$ cat src/rtl/cbsc_defines.vh
// Constants for the card bridge system control middle field block
`ifndef CBSC_DEFINES_VH
`define CBSC_DEFINES_VH

// ------------------------------------------------------------
// Register byte addresses (socket 0 and socket 1 copies, plus shared interrupt status and mask)
// ------------------------------------------------------------
`define CBSC_ADDR_SYSCTL0 8'h80
`define CBSC_ADDR_SYSCTL1 8'h84
`define CBSC_ADDR_IRQ_STATUS 8'h88
`define CBSC_ADDR_IRQ_MASK 8'h8c
`define CBSC_ADDR_POWER_CMD0 8'h90
`define CBSC_ADDR_POWER_CMD1 8'h94

// ------------------------------------------------------------
// Field positions
// ------------------------------------------------------------
`define CBSC_BIT_RSVD_DRIVE 22
`define CBSC_BIT_SUPPLY_OFF 21
`define CBSC_BIT_ZV_REDUCED 20
`define CBSC_BIT_DMA_REQ_EN 19
`define CBSC_CHAN_HI 18
`define CBSC_CHAN_LO 16
`define CBSC_BIT_BURST_DN 15
`define CBSC_BIT_BURST_UP 14
`define CBSC_BIT_ACTIVITY 13
`define CBSC_BIT_RAIL 12
`define CBSC_BIT_STREAM 11
`define CBSC_BIT_UP_WAIT 10
`define CBSC_BIT_DOWN_WAIT 9
`define CBSC_BIT_PROBE 8
`define CBSC_BIT_RSVD7 7

// ------------------------------------------------------------
// Reset values
// ------------------------------------------------------------
`define CBSC_CHAN_RESET 3'h4
`define CBSC_CHAN_PCI_MASTER 3'h4
`define CBSC_BURST_DN_RESET 1'b1
`define CBSC_BURST_UP_RESET 1'b0

// ------------------------------------------------------------
// Interrupt status bits
// ------------------------------------------------------------
`define CBSC_IRQ_W 4
`define CBSC_IRQ_ACT0 0
`define CBSC_IRQ_ACT1 1
`define CBSC_IRQ_PWR0 2
`define CBSC_IRQ_PWR1 3

// ------------------------------------------------------------
// Power sequencing
// ------------------------------------------------------------
`define CBSC_STREAM_BITS 16
`define CBSC_CLK_HZ 20000000
`define CBSC_HZ_PER_MHZ 1000000
`define CBSC_BIT_PWR_UP 31
`define CBSC_UP_DELAY_US 50
`define CBSC_DOWN_DELAY_US 50
`define CBSC_CNT_W 20
`define CBSC_HTRANS_NONSEQ 2'b10

`endif

$ cat src/rtl/cbsc_power_seq.v
// Power switch serial stream and settling delay sequencer for one socket
`timescale 1ns/100ps
`include "cbsc_defines.vh"

module cbsc_power_seq #(
  parameter STREAM_BITS = `CBSC_STREAM_BITS,
  parameter [`CBSC_CNT_W-1:0] UP_CYCLES = 20'd1000,
  parameter [`CBSC_CNT_W-1:0] DOWN_CYCLES = 20'd1000
) (
  input wire hclk,
  input wire hresetn,
  input wire start,
  input wire power_up,
  input wire [STREAM_BITS-1:0] stream_word,
  output reg switch_data,
  output reg switch_latch,
  output wire stream_busy,
  output wire up_wait,
  output wire down_wait,
  output reg done
);

// ------------------------------------------------------------
// States
// ------------------------------------------------------------
localparam [1:0] ST_IDLE = 2'd0;
localparam [1:0] ST_SHIFT = 2'd1;
localparam [1:0] ST_DELAY = 2'd2;
localparam integer LAST_BIT = STREAM_BITS - 1;

reg [1:0] state_reg;
reg [1:0] state_next;
reg [STREAM_BITS-1:0] shift_reg;
reg [`CBSC_CNT_W-1:0] count_reg;
reg up_reg;

assign stream_busy = (state_reg != ST_IDLE);
assign up_wait = (state_reg == ST_DELAY) && up_reg;
assign down_wait = (state_reg == ST_DELAY) && !up_reg;

always @* begin
  state_next = state_reg;
  case (state_reg)
    ST_IDLE: begin
      if (start) begin
        state_next = ST_SHIFT;
      end
    end
    ST_SHIFT: begin
      if (count_reg == {`CBSC_CNT_W{1'b0}}) begin
        state_next = ST_DELAY;
      end
    end
    ST_DELAY: begin
      if (count_reg == {`CBSC_CNT_W{1'b0}}) begin
        state_next = ST_IDLE;
      end
    end
    default: begin
      state_next = ST_IDLE;
    end
  endcase
end

always @(posedge hclk or negedge hresetn) begin
  if (!hresetn) begin
    state_reg <= ST_IDLE;
    shift_reg <= {STREAM_BITS{1'b0}};
    count_reg <= {`CBSC_CNT_W{1'b0}};
    up_reg <= 1'b0;
    switch_data <= 1'b0;
    switch_latch <= 1'b0;
    done <= 1'b0;
  end else begin
    state_reg <= state_next;
    switch_latch <= 1'b0;
    done <= 1'b0;
    case (state_reg)
      ST_IDLE: begin
        if (start) begin
          shift_reg <= stream_word;
          up_reg <= power_up;
          count_reg <= LAST_BIT[`CBSC_CNT_W-1:0];
        end
      end
      ST_SHIFT: begin
        switch_data <= shift_reg[STREAM_BITS-1];
        shift_reg <= {shift_reg[STREAM_BITS-2:0], 1'b0};
        if (count_reg == {`CBSC_CNT_W{1'b0}}) begin
          switch_latch <= 1'b1;
          count_reg <= up_reg ? UP_CYCLES : DOWN_CYCLES;
        end else begin
          count_reg <= count_reg - 1'b1;
        end
      end
      ST_DELAY: begin
        if (count_reg == {`CBSC_CNT_W{1'b0}}) begin
          done <= 1'b1;
        end else begin
          count_reg <= count_reg - 1'b1;
        end
      end
      default: begin
        count_reg <= {`CBSC_CNT_W{1'b0}};
      end
    endcase
  end
end

endmodule // cbsc_power_seq

$ cat src/rtl/cbsc_system_control.v
// AHB-Lite system control middle fields for a two-socket card bridge
//
// The placing of the registers and the AHB-Lite interface to the registers were left to the implementer.
`timescale 1ns/100ps
`include "cbsc_defines.vh"

module cbsc_system_control #(
  parameter SOCKETS = 2,
  parameter STREAM_BITS = `CBSC_STREAM_BITS
) (
  input wire hclk,
  input wire hresetn,
  input wire hsel,
  input wire [31:0] haddr,
  input wire [1:0] htrans,
  input wire hwrite,
  input wire [2:0] hsize,
  input wire [31:0] hwdata,
  input wire hready,
  output wire [31:0] hrdata,
  output wire hreadyout,
  output wire hresp,
  output wire irq,
  input wire [1:0] card_present,
  input wire [1:0] card_is_cardbus,
  input wire [1:0] card_access,
  input wire [1:0] card_probe_active,
  input wire [1:0] card_dma_request_line,
  output wire [1:0] rsvd_term_out,
  output wire [1:0] rsvd_term_oe,
  output wire [1:0] supply_protect_en,
  output wire [1:0] card_addr_hi_oe,
  output wire [1:0] dma_request,
  output wire [5:0] dma_channel,
  output wire [1:0] dma_channel_16bit,
  output wire burst_downstream_allow,
  output wire burst_upstream_allow,
  output wire [1:0] power_switch_data,
  output wire [1:0] power_switch_latch
);

localparam integer UP_TOTAL =
  (`CBSC_CLK_HZ / `CBSC_HZ_PER_MHZ) * `CBSC_UP_DELAY_US;
localparam integer DOWN_TOTAL =
  (`CBSC_CLK_HZ / `CBSC_HZ_PER_MHZ) * `CBSC_DOWN_DELAY_US;
localparam [`CBSC_CNT_W-1:0] UP_CYCLES = UP_TOTAL[`CBSC_CNT_W-1:0];
localparam [`CBSC_CNT_W-1:0] DOWN_CYCLES = DOWN_TOTAL[`CBSC_CNT_W-1:0];

// ------------------------------------------------------------
// Address decode helpers
// ------------------------------------------------------------
function addr_is;
  input [7:0] a;
  input [7:0] target;
  begin
    addr_is = (a == target);
  end
endfunction

// ------------------------------------------------------------
// Input synchronisers
// ------------------------------------------------------------
reg [9:0] sync1_reg;
reg [9:0] sync2_reg;
wire [9:0] pin_in;
assign pin_in = {card_present, card_is_cardbus, card_access,
                 card_probe_active, card_dma_request_line};

always @(posedge hclk or negedge hresetn) begin
  if (!hresetn) begin
    sync1_reg <= 10'h000;
    sync2_reg <= 10'h000;
  end else begin
    sync1_reg <= pin_in;
    sync2_reg <= sync1_reg;
  end
end

wire [1:0] present_s;
wire [1:0] cardbus_s;
wire [1:0] access_s;
wire [1:0] probe_s;
wire [1:0] card_dma_request_line_s;
assign present_s = sync2_reg[9:8];
assign cardbus_s = sync2_reg[7:6];
assign access_s = sync2_reg[5:4];
assign probe_s = sync2_reg[3:2];
assign card_dma_request_line_s = sync2_reg[1:0];

// ------------------------------------------------------------
// AHB-Lite address phase capture
// ------------------------------------------------------------
reg wr_pend_reg;
reg [7:0] addr_reg;
reg [31:0] rdata_reg;
wire access_ok;
wire rd_now;
assign access_ok = hsel && hready && (htrans == `CBSC_HTRANS_NONSEQ);
assign rd_now = access_ok && !hwrite;
assign hreadyout = 1'b1;
assign hresp = 1'b0;
assign hrdata = rdata_reg;

// ------------------------------------------------------------
// Writable fields
// ------------------------------------------------------------
reg [1:0] rsvd_drive_reg;
reg [1:0] supply_off_reg;
reg [1:0] zv_reduced_reg;
reg [1:0] dma_en_reg;
reg [5:0] chan_reg;
reg burst_dn_reg;
reg burst_up_reg;
reg [1:0] activity_reg;
reg [1:0] start_reg;
reg [1:0] up_sel_reg;
reg [STREAM_BITS-1:0] word0_reg;
reg [STREAM_BITS-1:0] word1_reg;
reg [`CBSC_IRQ_W-1:0] irq_stat_reg;
reg [`CBSC_IRQ_W-1:0] irq_mask_reg;

wire [1:0] stream_busy;
wire [1:0] up_wait;
wire [1:0] down_wait;
wire [1:0] pwr_done;

wire wr_ctl0;
wire wr_ctl1;
assign wr_ctl0 = wr_pend_reg && addr_is(addr_reg, `CBSC_ADDR_SYSCTL0);
assign wr_ctl1 = wr_pend_reg && addr_is(addr_reg, `CBSC_ADDR_SYSCTL1);

// Read of socket activity bit clears it
wire [1:0] act_rd;
assign act_rd[0] = rd_now && addr_is(haddr[7:0], `CBSC_ADDR_SYSCTL0);
assign act_rd[1] = rd_now && addr_is(haddr[7:0], `CBSC_ADDR_SYSCTL1);

always @(posedge hclk or negedge hresetn) begin
  if (!hresetn) begin
    wr_pend_reg <= 1'b0;
    addr_reg <= 8'h00;
    rsvd_drive_reg <= 2'b00;
    supply_off_reg <= 2'b00;
    zv_reduced_reg <= 2'b00;
    dma_en_reg <= 2'b00;
    chan_reg <= {`CBSC_CHAN_RESET, `CBSC_CHAN_RESET};
    burst_dn_reg <= `CBSC_BURST_DN_RESET;
    burst_up_reg <= `CBSC_BURST_UP_RESET;
    activity_reg <= 2'b00;
    start_reg <= 2'b00;
    up_sel_reg <= 2'b00;
    word0_reg <= {STREAM_BITS{1'b0}};
    word1_reg <= {STREAM_BITS{1'b0}};
    irq_stat_reg <= {`CBSC_IRQ_W{1'b0}};
    irq_mask_reg <= {`CBSC_IRQ_W{1'b0}};
  end else begin
    wr_pend_reg <= access_ok && hwrite;
    if (access_ok) begin
      addr_reg <= haddr[7:0];
    end
    start_reg <= 2'b00;
    // Set wins over read clear
    activity_reg <= (activity_reg & ~act_rd) | access_s;
    if (wr_ctl0) begin
      rsvd_drive_reg[0] <= hwdata[`CBSC_BIT_RSVD_DRIVE];
      supply_off_reg[0] <= hwdata[`CBSC_BIT_SUPPLY_OFF];
      zv_reduced_reg[0] <= hwdata[`CBSC_BIT_ZV_REDUCED];
      dma_en_reg[0] <= hwdata[`CBSC_BIT_DMA_REQ_EN];
      chan_reg[2:0] <= hwdata[`CBSC_CHAN_HI:`CBSC_CHAN_LO];
      burst_dn_reg <= hwdata[`CBSC_BIT_BURST_DN];
      burst_up_reg <= hwdata[`CBSC_BIT_BURST_UP];
    end
    if (wr_ctl1) begin
      rsvd_drive_reg[1] <= hwdata[`CBSC_BIT_RSVD_DRIVE];
      supply_off_reg[1] <= hwdata[`CBSC_BIT_SUPPLY_OFF];
      zv_reduced_reg[1] <= hwdata[`CBSC_BIT_ZV_REDUCED];
      dma_en_reg[1] <= hwdata[`CBSC_BIT_DMA_REQ_EN];
      chan_reg[5:3] <= hwdata[`CBSC_CHAN_HI:`CBSC_CHAN_LO];
    end
    if (wr_pend_reg && addr_is(addr_reg, `CBSC_ADDR_POWER_CMD0) &&
        !stream_busy[0]) begin
      word0_reg <= hwdata[STREAM_BITS-1:0];
      up_sel_reg[0] <= hwdata[`CBSC_BIT_PWR_UP];
      start_reg[0] <= 1'b1;
    end
    if (wr_pend_reg && addr_is(addr_reg, `CBSC_ADDR_POWER_CMD1) &&
        !stream_busy[1]) begin
      word1_reg <= hwdata[STREAM_BITS-1:0];
      up_sel_reg[1] <= hwdata[`CBSC_BIT_PWR_UP];
      start_reg[1] <= 1'b1;
    end
    if (wr_pend_reg && addr_is(addr_reg, `CBSC_ADDR_IRQ_MASK)) begin
      irq_mask_reg <= hwdata[`CBSC_IRQ_W-1:0];
    end
    // Write-one clear, events set afterwards so they win
    irq_stat_reg <= (irq_stat_reg &
      ~((wr_pend_reg && addr_is(addr_reg, `CBSC_ADDR_IRQ_STATUS)) ?
        hwdata[`CBSC_IRQ_W-1:0] : {`CBSC_IRQ_W{1'b0}})) |
      {pwr_done[1], pwr_done[0], access_s[1], access_s[0]};
  end
end

assign irq = |(irq_stat_reg & irq_mask_reg);

// ------------------------------------------------------------
// Power switch sequencers, one per socket
// ------------------------------------------------------------
genvar gi;
generate
  for (gi = 0; gi < SOCKETS; gi = gi + 1) begin : g_pwr
    cbsc_power_seq #(
      .STREAM_BITS(STREAM_BITS),
      .UP_CYCLES(UP_CYCLES),
      .DOWN_CYCLES(DOWN_CYCLES)
    ) u_seq (
      .hclk(hclk),
      .hresetn(hresetn),
      .start(start_reg[gi]),
      .power_up(up_sel_reg[gi]),
      .stream_word(gi == 0 ? word0_reg : word1_reg),
      .switch_data(power_switch_data[gi]),
      .switch_latch(power_switch_latch[gi]),
      .stream_busy(stream_busy[gi]),
      .up_wait(up_wait[gi]),
      .down_wait(down_wait[gi]),
      .done(pwr_done[gi])
    );
    assign rsvd_term_out[gi] = 1'b0;
    assign rsvd_term_oe[gi] = rsvd_drive_reg[gi] && present_s[gi] &&
                              cardbus_s[gi];
    assign supply_protect_en[gi] = !supply_off_reg[gi];
    assign card_addr_hi_oe[gi] = !zv_reduced_reg[gi];
    assign dma_request[gi] = dma_en_reg[gi] && card_dma_request_line_s[gi];
    assign dma_channel_16bit[gi] =
      chan_reg[gi*3+2] && (chan_reg[gi*3+2 -: 3] != `CBSC_CHAN_PCI_MASTER);
  end
endgenerate

assign dma_channel = chan_reg;
assign burst_downstream_allow = burst_dn_reg;
assign burst_upstream_allow = burst_up_reg;

// ------------------------------------------------------------
// Read data
// ------------------------------------------------------------
// Every field except the fixed rail and bit 7 is an argument, so the read mux sees each change
function [31:0] sysctl_word;
  input [3:0] ctl;
  input [2:0] chan;
  input [1:0] burst;
  input [4:0] stat;
  begin
    sysctl_word = 32'h0000_0000;
    sysctl_word[`CBSC_BIT_RSVD_DRIVE] = ctl[3];
    sysctl_word[`CBSC_BIT_SUPPLY_OFF] = ctl[2];
    sysctl_word[`CBSC_BIT_ZV_REDUCED] = ctl[1];
    sysctl_word[`CBSC_BIT_DMA_REQ_EN] = ctl[0];
    sysctl_word[`CBSC_CHAN_HI:`CBSC_CHAN_LO] = chan;
    // Burst bits are global, shared by both sockets; the status bits below are per socket except the rail bit, fixed at 1
    sysctl_word[`CBSC_BIT_BURST_DN] = burst[1];
    sysctl_word[`CBSC_BIT_BURST_UP] = burst[0];
    sysctl_word[`CBSC_BIT_ACTIVITY] = stat[4];
    sysctl_word[`CBSC_BIT_RAIL] = 1'b1;
    sysctl_word[`CBSC_BIT_STREAM] = stat[3];
    sysctl_word[`CBSC_BIT_UP_WAIT] = stat[2];
    sysctl_word[`CBSC_BIT_DOWN_WAIT] = stat[1];
    sysctl_word[`CBSC_BIT_PROBE] = stat[0];
    sysctl_word[`CBSC_BIT_RSVD7] = 1'b0;
  end
endfunction

reg [31:0] rdata_next;
always @* begin
  rdata_next = 32'h0000_0000;
  case (haddr[7:0])
    `CBSC_ADDR_SYSCTL0: rdata_next = sysctl_word({rsvd_drive_reg[0],
      supply_off_reg[0], zv_reduced_reg[0], dma_en_reg[0]}, chan_reg[2:0],
      {burst_dn_reg, burst_up_reg}, {activity_reg[0], stream_busy[0],
      up_wait[0], down_wait[0], probe_s[0]});
    `CBSC_ADDR_SYSCTL1: rdata_next = sysctl_word({rsvd_drive_reg[1],
      supply_off_reg[1], zv_reduced_reg[1], dma_en_reg[1]}, chan_reg[5:3],
      {burst_dn_reg, burst_up_reg}, {activity_reg[1], stream_busy[1],
      up_wait[1], down_wait[1], probe_s[1]});
    `CBSC_ADDR_IRQ_STATUS: rdata_next[`CBSC_IRQ_W-1:0] = irq_stat_reg;
    `CBSC_ADDR_IRQ_MASK: rdata_next[`CBSC_IRQ_W-1:0] = irq_mask_reg;
    `CBSC_ADDR_POWER_CMD0: rdata_next[0] = stream_busy[0];
    `CBSC_ADDR_POWER_CMD1: rdata_next[0] = stream_busy[1];
    default: rdata_next = 32'h0000_0000;
  endcase
end

always @(posedge hclk or negedge hresetn) begin
  if (!hresetn) begin
    rdata_reg <= 32'h0000_0000;
  end else if (rd_now) begin
    rdata_reg <= rdata_next;
  end
end

endmodule // cbsc_system_control

$ cat config.mk
export PLATFORM = sky130hd
export DESIGN_NAME = cbsc_system_control
export DESIGN_NICKNAME = d
export VERILOG_FILES = /design/src/rtl/cbsc_power_seq.v /design/src/rtl/cbsc_system_control.v
export VERILOG_INCLUDE_DIRS = /design/src /design/src/rtl
export SDC_FILE = /design/constraint.sdc
export NUM_CORES = 1
export LEC_CHECK = 0
export ABC_AREA = 0
export CAP_MARGIN = 20
export CORE_ASPECT_RATIO = 1.1
export CORE_UTILIZATION = 63
export CTS_CLUSTER_SIZE = 30
export DETAILED_ROUTE_END_ITERATION = 12
export DONT_BUFFER_PORTS = 1
export GPL_ROUTABILITY_DRIVEN = 1
export GPL_TIMING_DRIVEN = 0
export PLACE_DENSITY = 0.81
export SLEW_MARGIN = 20
export SYNTH_ARGS = -nofsm -noshare
export SYNTH_HDL_FRONTEND = slang
export SYNTH_SLANG_ARGS = --single-unit
$ cat constraint.sdc
create_clock -name hclk -period 3.04 [get_ports hclk]
set_input_delay 0 -clock hclk [delete_from_list [all_inputs] [get_ports hclk]]
set_output_delay 0 -clock hclk [all_outputs]
set_load 0.005 [all_outputs]
* After elaboration in Yosys (flattened, before gate mapping)
Cells that the tools add are included.
Cells by class: reduce and logical (&&, ||, !) cells 52, bitwise logic cells 7, eq/ne operators 27, muxes and demuxes 32, $add $sub $neg 2
Operator list (count):
- $mux 20 | 6
- $pmux 20 s3 | 2
- $eq 8x8->1 const B | 12
- $pmux 16 s2 | 2
- $logic_not 20->1 | 2
- $sub 20x1->20 const B | 2
- $pmux 19 s2 | 1
- $mux 16 | 2
- $logic_and 1x1->1 | 26
- $mux 2 | 6
- $ne 2x2->1 const B | 6
- $pmux 2 s3 | 2
- $reduce_and 2->1 | 6
- $logic_not 1->1 | 9
- $and 4x4->4 | 2
- $mux 1 | 8
- $reduce_bool 2->1 | 4
- $eq 2x2->1 const B | 3
- $ne 3x3->1 const B | 2
- $pmux 3 s2 | 1
- $reduce_and 3->1 | 2
- $eq 2x1->1 const B | 2
- $logic_not 2->1 | 2
- $mux 4 | 1
- other kinds (8) | 9
Word-level totals: input port bits 84, register bits 207

* Depth between registers and ports, before layout
word-level depth 7, depth in mapped cells 9, depth with buffers taken out 7

* Modules after synthesis
From an unflattened synthesis, not the netlist that was laid out.
Unflattened totals: cell total of the unflattened synthesis 778, area, all modules 8979.9 um2
Modules (own cells, without submodules):
- cbsc_power_seq | sequential area each 1051.0 um2, area each 2289.7 um2, cells each 242, times used 2
- cbsc_system_control | sequential area each 2756.4 um2, area each 4400.5 um2, cells each 294, times used 1

* Least setup slack after synthesis
No wires, ideal clock.
path type flip-flop to flip-flop, start register g_pwr[0].u_seq.count_reg[0], end register g_pwr[0].u_seq.count_reg[18], setup time 0.138 ns, clock period less this slack 2.283 ns, stages on the path, launching flop included 9, slack 0.757 ns, data arrival time 2.146 ns, buffers on the path 1, cell sequence dfrtp_1 inv_1 ha_1 or3b_2 or3_1 clkbuf_1 o311a_1 a211oi_1 o22ai_1
On the way: word-level cells in the longest chain between the ends 3, elaborated cells on any way between the ends 7, classes of those cells add/sub: 1; eq/ne: 1; mux: 3; reduce/logical: 2
RTL lines:
- start, declared | RTL line cbsc_power_seq.v:34 | reg [`CBSC_CNT_W-1:0] count_reg;
- start signal, assigned | RTL line cbsc_power_seq.v:69 | count_reg <= {`CBSC_CNT_W{1'b0}};
- start signal, assigned | RTL line cbsc_power_seq.v:83 | count_reg <= LAST_BIT[`CBSC_CNT_W-1:0];
- start signal, assigned | RTL line cbsc_power_seq.v:91 | count_reg <= up_reg ? UP_CYCLES : DOWN_CYCLES;
- $sub 20x1->20 / $logic_not 20->1 (equally long branches)
- $mux 20, or another cell as far along | RTL line cbsc_power_seq.v:97 | if (count_reg == {`CBSC_CNT_W{1'b0}}) begin
- $pmux 20 s3 / $reduce_and 2->1 (equally long branches)
Several ways; a longest one is shown, not always the timed one. The select of a mux whose other input is x is not followed. A chain may end at the register's enable or synchronous reset.

* Worst setup path in the final report
start register g_pwr[1].u_seq.count_reg[10], end register g_pwr[1].u_seq.count_reg[11]
On the way: word-level cells in the longest chain between the ends 3, elaborated cells on any way between the ends 7, classes of those cells add/sub: 1; eq/ne: 1; mux: 3; reduce/logical: 2
RTL lines (RTL line):
- start, declared | cbsc_power_seq.v:34
- start signal, assigned | cbsc_power_seq.v:69
- start signal, assigned | cbsc_power_seq.v:83
- start signal, assigned | cbsc_power_seq.v:91
- $sub 20x1->20 / $logic_not 20->1 (equally long branches)
- $mux 20, or another cell as far along | cbsc_power_seq.v:97
- $pmux 20 s3 / $reduce_and 2->1 (equally long branches)
Several ways; a longest one is shown, not always the timed one. The select of a mux whose other input is x is not followed.

==> flow_summary.toml <==
[layout]
share_of_post_route_cells_with_drive_strength_above_1 = 0.128
area_delta_synth_final_pct = 15.2
insertedDiodeCount = 0
num-fill-cells = 901
design.final.nets = 980
layout.cells.non_filler = 1094
final_util = 0.744
largest_reg_flops = 40

[yosys]
share_of_the_synthesized_area_in_the_top_cell_type = 0.536
synth_seq_area_share = 0.545
synth_top_flop_cell = "sky130_fd_sc_hd__dfrtp_1"
yosys.cell_count.top_type = "sky130_fd_sc_hd__dfrtp_1"
most_numerous_cell_types_in_the_synthesized_netlist = "191 x sky130_fd_sc_hd__dfrtp_1, 84 x sky130_fd_sc_hd__nand2_1, 58 x sky130_fd_sc_hd__o21ai_0, 55 x sky130_fd_sc_hd__nor2_1, 44 x sky130_fd_sc_hd__mux2i_1"
synth_enable_flop_cells = 0
syn_area_mm2 = 0.00891
ys_ff_latch = 194
synth_largest_area_cell = "sky130_fd_sc_hd__dfrtp_1"
synth.area.top_cells = "sky130_fd_sc_hd__dfrtp_1 54%, sky130_fd_sc_hd__mux2i_1 4.9%, sky130_fd_sc_hd__mux2_2 4.8%"
synth_async_sr_flop_share = 1.00
yosysWarnings = 0
post_synth_inst_count = 816
syn-mean-instance-area_um2 = 10.9
synth_cell_types = 77

[clock_network]
h-tree-depth = 4
cts.repair_timing.setup_buffer_count = 0
clk-insertion-delay-late_ns = 0.44
cts.sinks = 194
clk_path_buf_depth = 2
post_cts_resize_count = 0
tritoncts_clock_tree = "yes"
clk_pin_slew_worst_paths_ns = 0.07
tritoncts.num_buffers = 17
clock_tree.root_cell = "sky130_fd_sc_hd__clkbuf_16"
cts-hold-fix-buffers = 43

[routing]
wl_per_cell_um = 18.6
drt_iter0_markers = 515
drt_pass1_iterations = 5
post_detailed_route_count_of_antenna_violating_nets = 0
viasPerCell = 6.01
dr_vias = 6578
postRouteWirelength_um = 20400
drc = 0

[placed_design]
hpwl_um = 13400
numPortBuffers = 0
gp_congestion = 0.898
place_inst = 1019
place_ws_ns = 0.410

[setup_path]
timing.setup.critical_path_class = "reg2reg"
worst_path_max_delay_cell = "sky130_fd_sc_hd__nor4_1"
cp_data_required_time_ns = 3.33
crit_path_start_kind = "flip-flop"
critical_path.top_delay_family = "simple AND/OR/NAND/NOR gates"
crit_path_end_kind = "flip-flop"
data_arrival_time_at_the_worst_slack_endpoint_ns = 3.03
worstPathCellList = "nor4_1 -> nand3_1 -> or2_1 -> clkbuf_1 -> a31oi_1 -> buf_2 -> a21oi_1"
crit_path_max_incr_delay_ns = 0.75
critPathBufInv = 2
worstPathMaxFanout = 10

[timing]
timing.final.max_slew_violations = 0
fin_worst_hold_slack_ns = -0.742
finalCriticalPeriod_ns = 2.74
rsz0062_at_grt = "false"
skew_ns = 0.0141
setup_ws_ns = 0.301
timing.slew.headroom = 0.292
finalCritPeriodShare = 0.901
worst_slew_pin_slew_ns = 1.06
total_neg_setup_slack_ns = 0
maximum_clock_frequency_mhz = 365
setup_violations = 0
timing_hold_violations_final = 194

[global_route]
antenna_found_initial = 0
first_pass_grt_wire_length_um = 33600
largest_net_degree_at_the_start_of_global_routing = 195
global_route.usage.total = 0.299
first_global_vias = 6690
grt_overflow_total = 0

[power]
p_per_area_mw_per_mm2 = 692
power.leakage_uw = 0.00452
vdd_drop_max_mv = 0.473

[die]
die-area_mm2 = 0.0146
dieWidth_um = 115
fp.dieH_um = 127
placeableCoreArea_mm2 = 0.0138
initial_utilization = 0.646
placementRows = 45
io_pins = 143

[status]
run_status = "finished, violations left"
violated_checks = "hold timing"

[run]
drv_cap = 0

[worst_hold_path]
hold_path_class = "in2async"
-- power by group --
group / switching [uW] / internal (uW) / leakage [uW] / total [uW]
Sequential: 325 / 2960 / 0.00247 / 3280
Combinational: 840 / 665 / 0.00175 / 1500
Clock: 1110 / 1200 / 0.000303 / 2320
Total: 2280 / 4820 / 0.00452 / 7100
-- worst register-to-register path, cell delays in order (launching register included) --
cell and delay, ns:
sky130_fd_sc_hd__dfrtp_1 0.46, sky130_fd_sc_hd__nor4_1 0.75, sky130_fd_sc_hd__nand3_1 0.28, sky130_fd_sc_hd__or2_1 0.28, sky130_fd_sc_hd__clkbuf_1 0.18, sky130_fd_sc_hd__a31oi_1 0.27
sky130_fd_sc_hd__buf_2 0.27, sky130_fd_sc_hd__a21oi_1 0.09
-- area by class of cell --
class	instances	area, um2	share of cell area
sequential	194	4860	0.473
multi-input combinational	555	3710	0.361
timing repair buffer	43	430	0.0419
clock buffer	17	425	0.0414
buffer	66	339	0.0330
tap	188	235	0.0229
clock inverter	15	206	0.0201
inverter	16	60.1	0.00585
-- worst paths after layout --
kind,startpoint,endpoint,slack [ns],cells after the start
worst min register to register,sync1_reg[1],sync2_reg[1],0.35,0
min in group hclk,card_is_cardbus[0],sync1_reg[6],0.11,1
max in group asynchronous,hresetn,dma_channel[5],3.51,0
worst min-delay path,hresetn,word1_reg[11],-0.74,0
worst max-delay path,g_pwr[1].u_seq.count_reg[10],g_pwr[1].u_seq.count_reg[11],0.30,7
worst max register to register,g_pwr[1].u_seq.count_reg[10],g_pwr[1].u_seq.count_reg[11],0.30,7
-- layer usage --
layer	GRT usage	wire, um	share of wire	up-vias
met1	0.377	8320	0.41	3278
met2	0.498	10400	0.51	232
met4	0.110	475	0.023	0
met5	0	0	0	-
met3	0.0764	1180	0.058	42
li1	-	-	-	3026
-- cell families after synthesis --
logic type	share of synthesized area
xor gates and xnor gates	0.0177
DFF	0.545
muxes	0.125
AOI/OAI and AO/OA	0.116
other	0.000843
adders and majority gates	0.00421
and+or+nand+nor	0.146
buffers and inverters	0.0448
-- cells in the final DEF (no fill, tap or decap), types with 8 or more instances in the layout --
master                          Yosys  routed
sky130_fd_sc_hd__a31oi_1            9       9
sky130_fd_sc_hd__nor2_1            55      55
sky130_fd_sc_hd__clkbuf_1          34      34
sky130_fd_sc_hd__a21oi_1           27      27
sky130_fd_sc_hd__nand2_1           84      84
sky130_fd_sc_hd__mux2_2            38      38
sky130_fd_sc_hd__or3_1             11      11
sky130_fd_sc_hd__dlygate4sd3_1      0      43
sky130_fd_sc_hd__nand2b_1           8       8
sky130_fd_sc_hd__nand3_1            8       8
sky130_fd_sc_hd__inv_1             15      15
sky130_fd_sc_hd__o21ai_0           58      58
sky130_fd_sc_hd__dfrtp_1          191     191
sky130_fd_sc_hd__conb_1             2      17
sky130_fd_sc_hd__mux2_1            22      22
sky130_fd_sc_hd__or4_1              9       9
sky130_fd_sc_hd__xnor2_1           14      14
sky130_fd_sc_hd__clkbuf_16          0      17
sky130_fd_sc_hd__o22ai_1           13      13
sky130_fd_sc_hd__buf_4             21      21
sky130_fd_sc_hd__mux2i_1           44      44
sky130_fd_sc_hd__nor3_1            16      16
-- stage by stage --
step	power [uW]	area [um2]
after floorplan	4390	8970
after global routing	7440	10300
final	7100	10300
after detailed placement	4720	9200
after global placement	4630	9200
after CTS	7090	10300
Power figures use the tool's default switching activity.
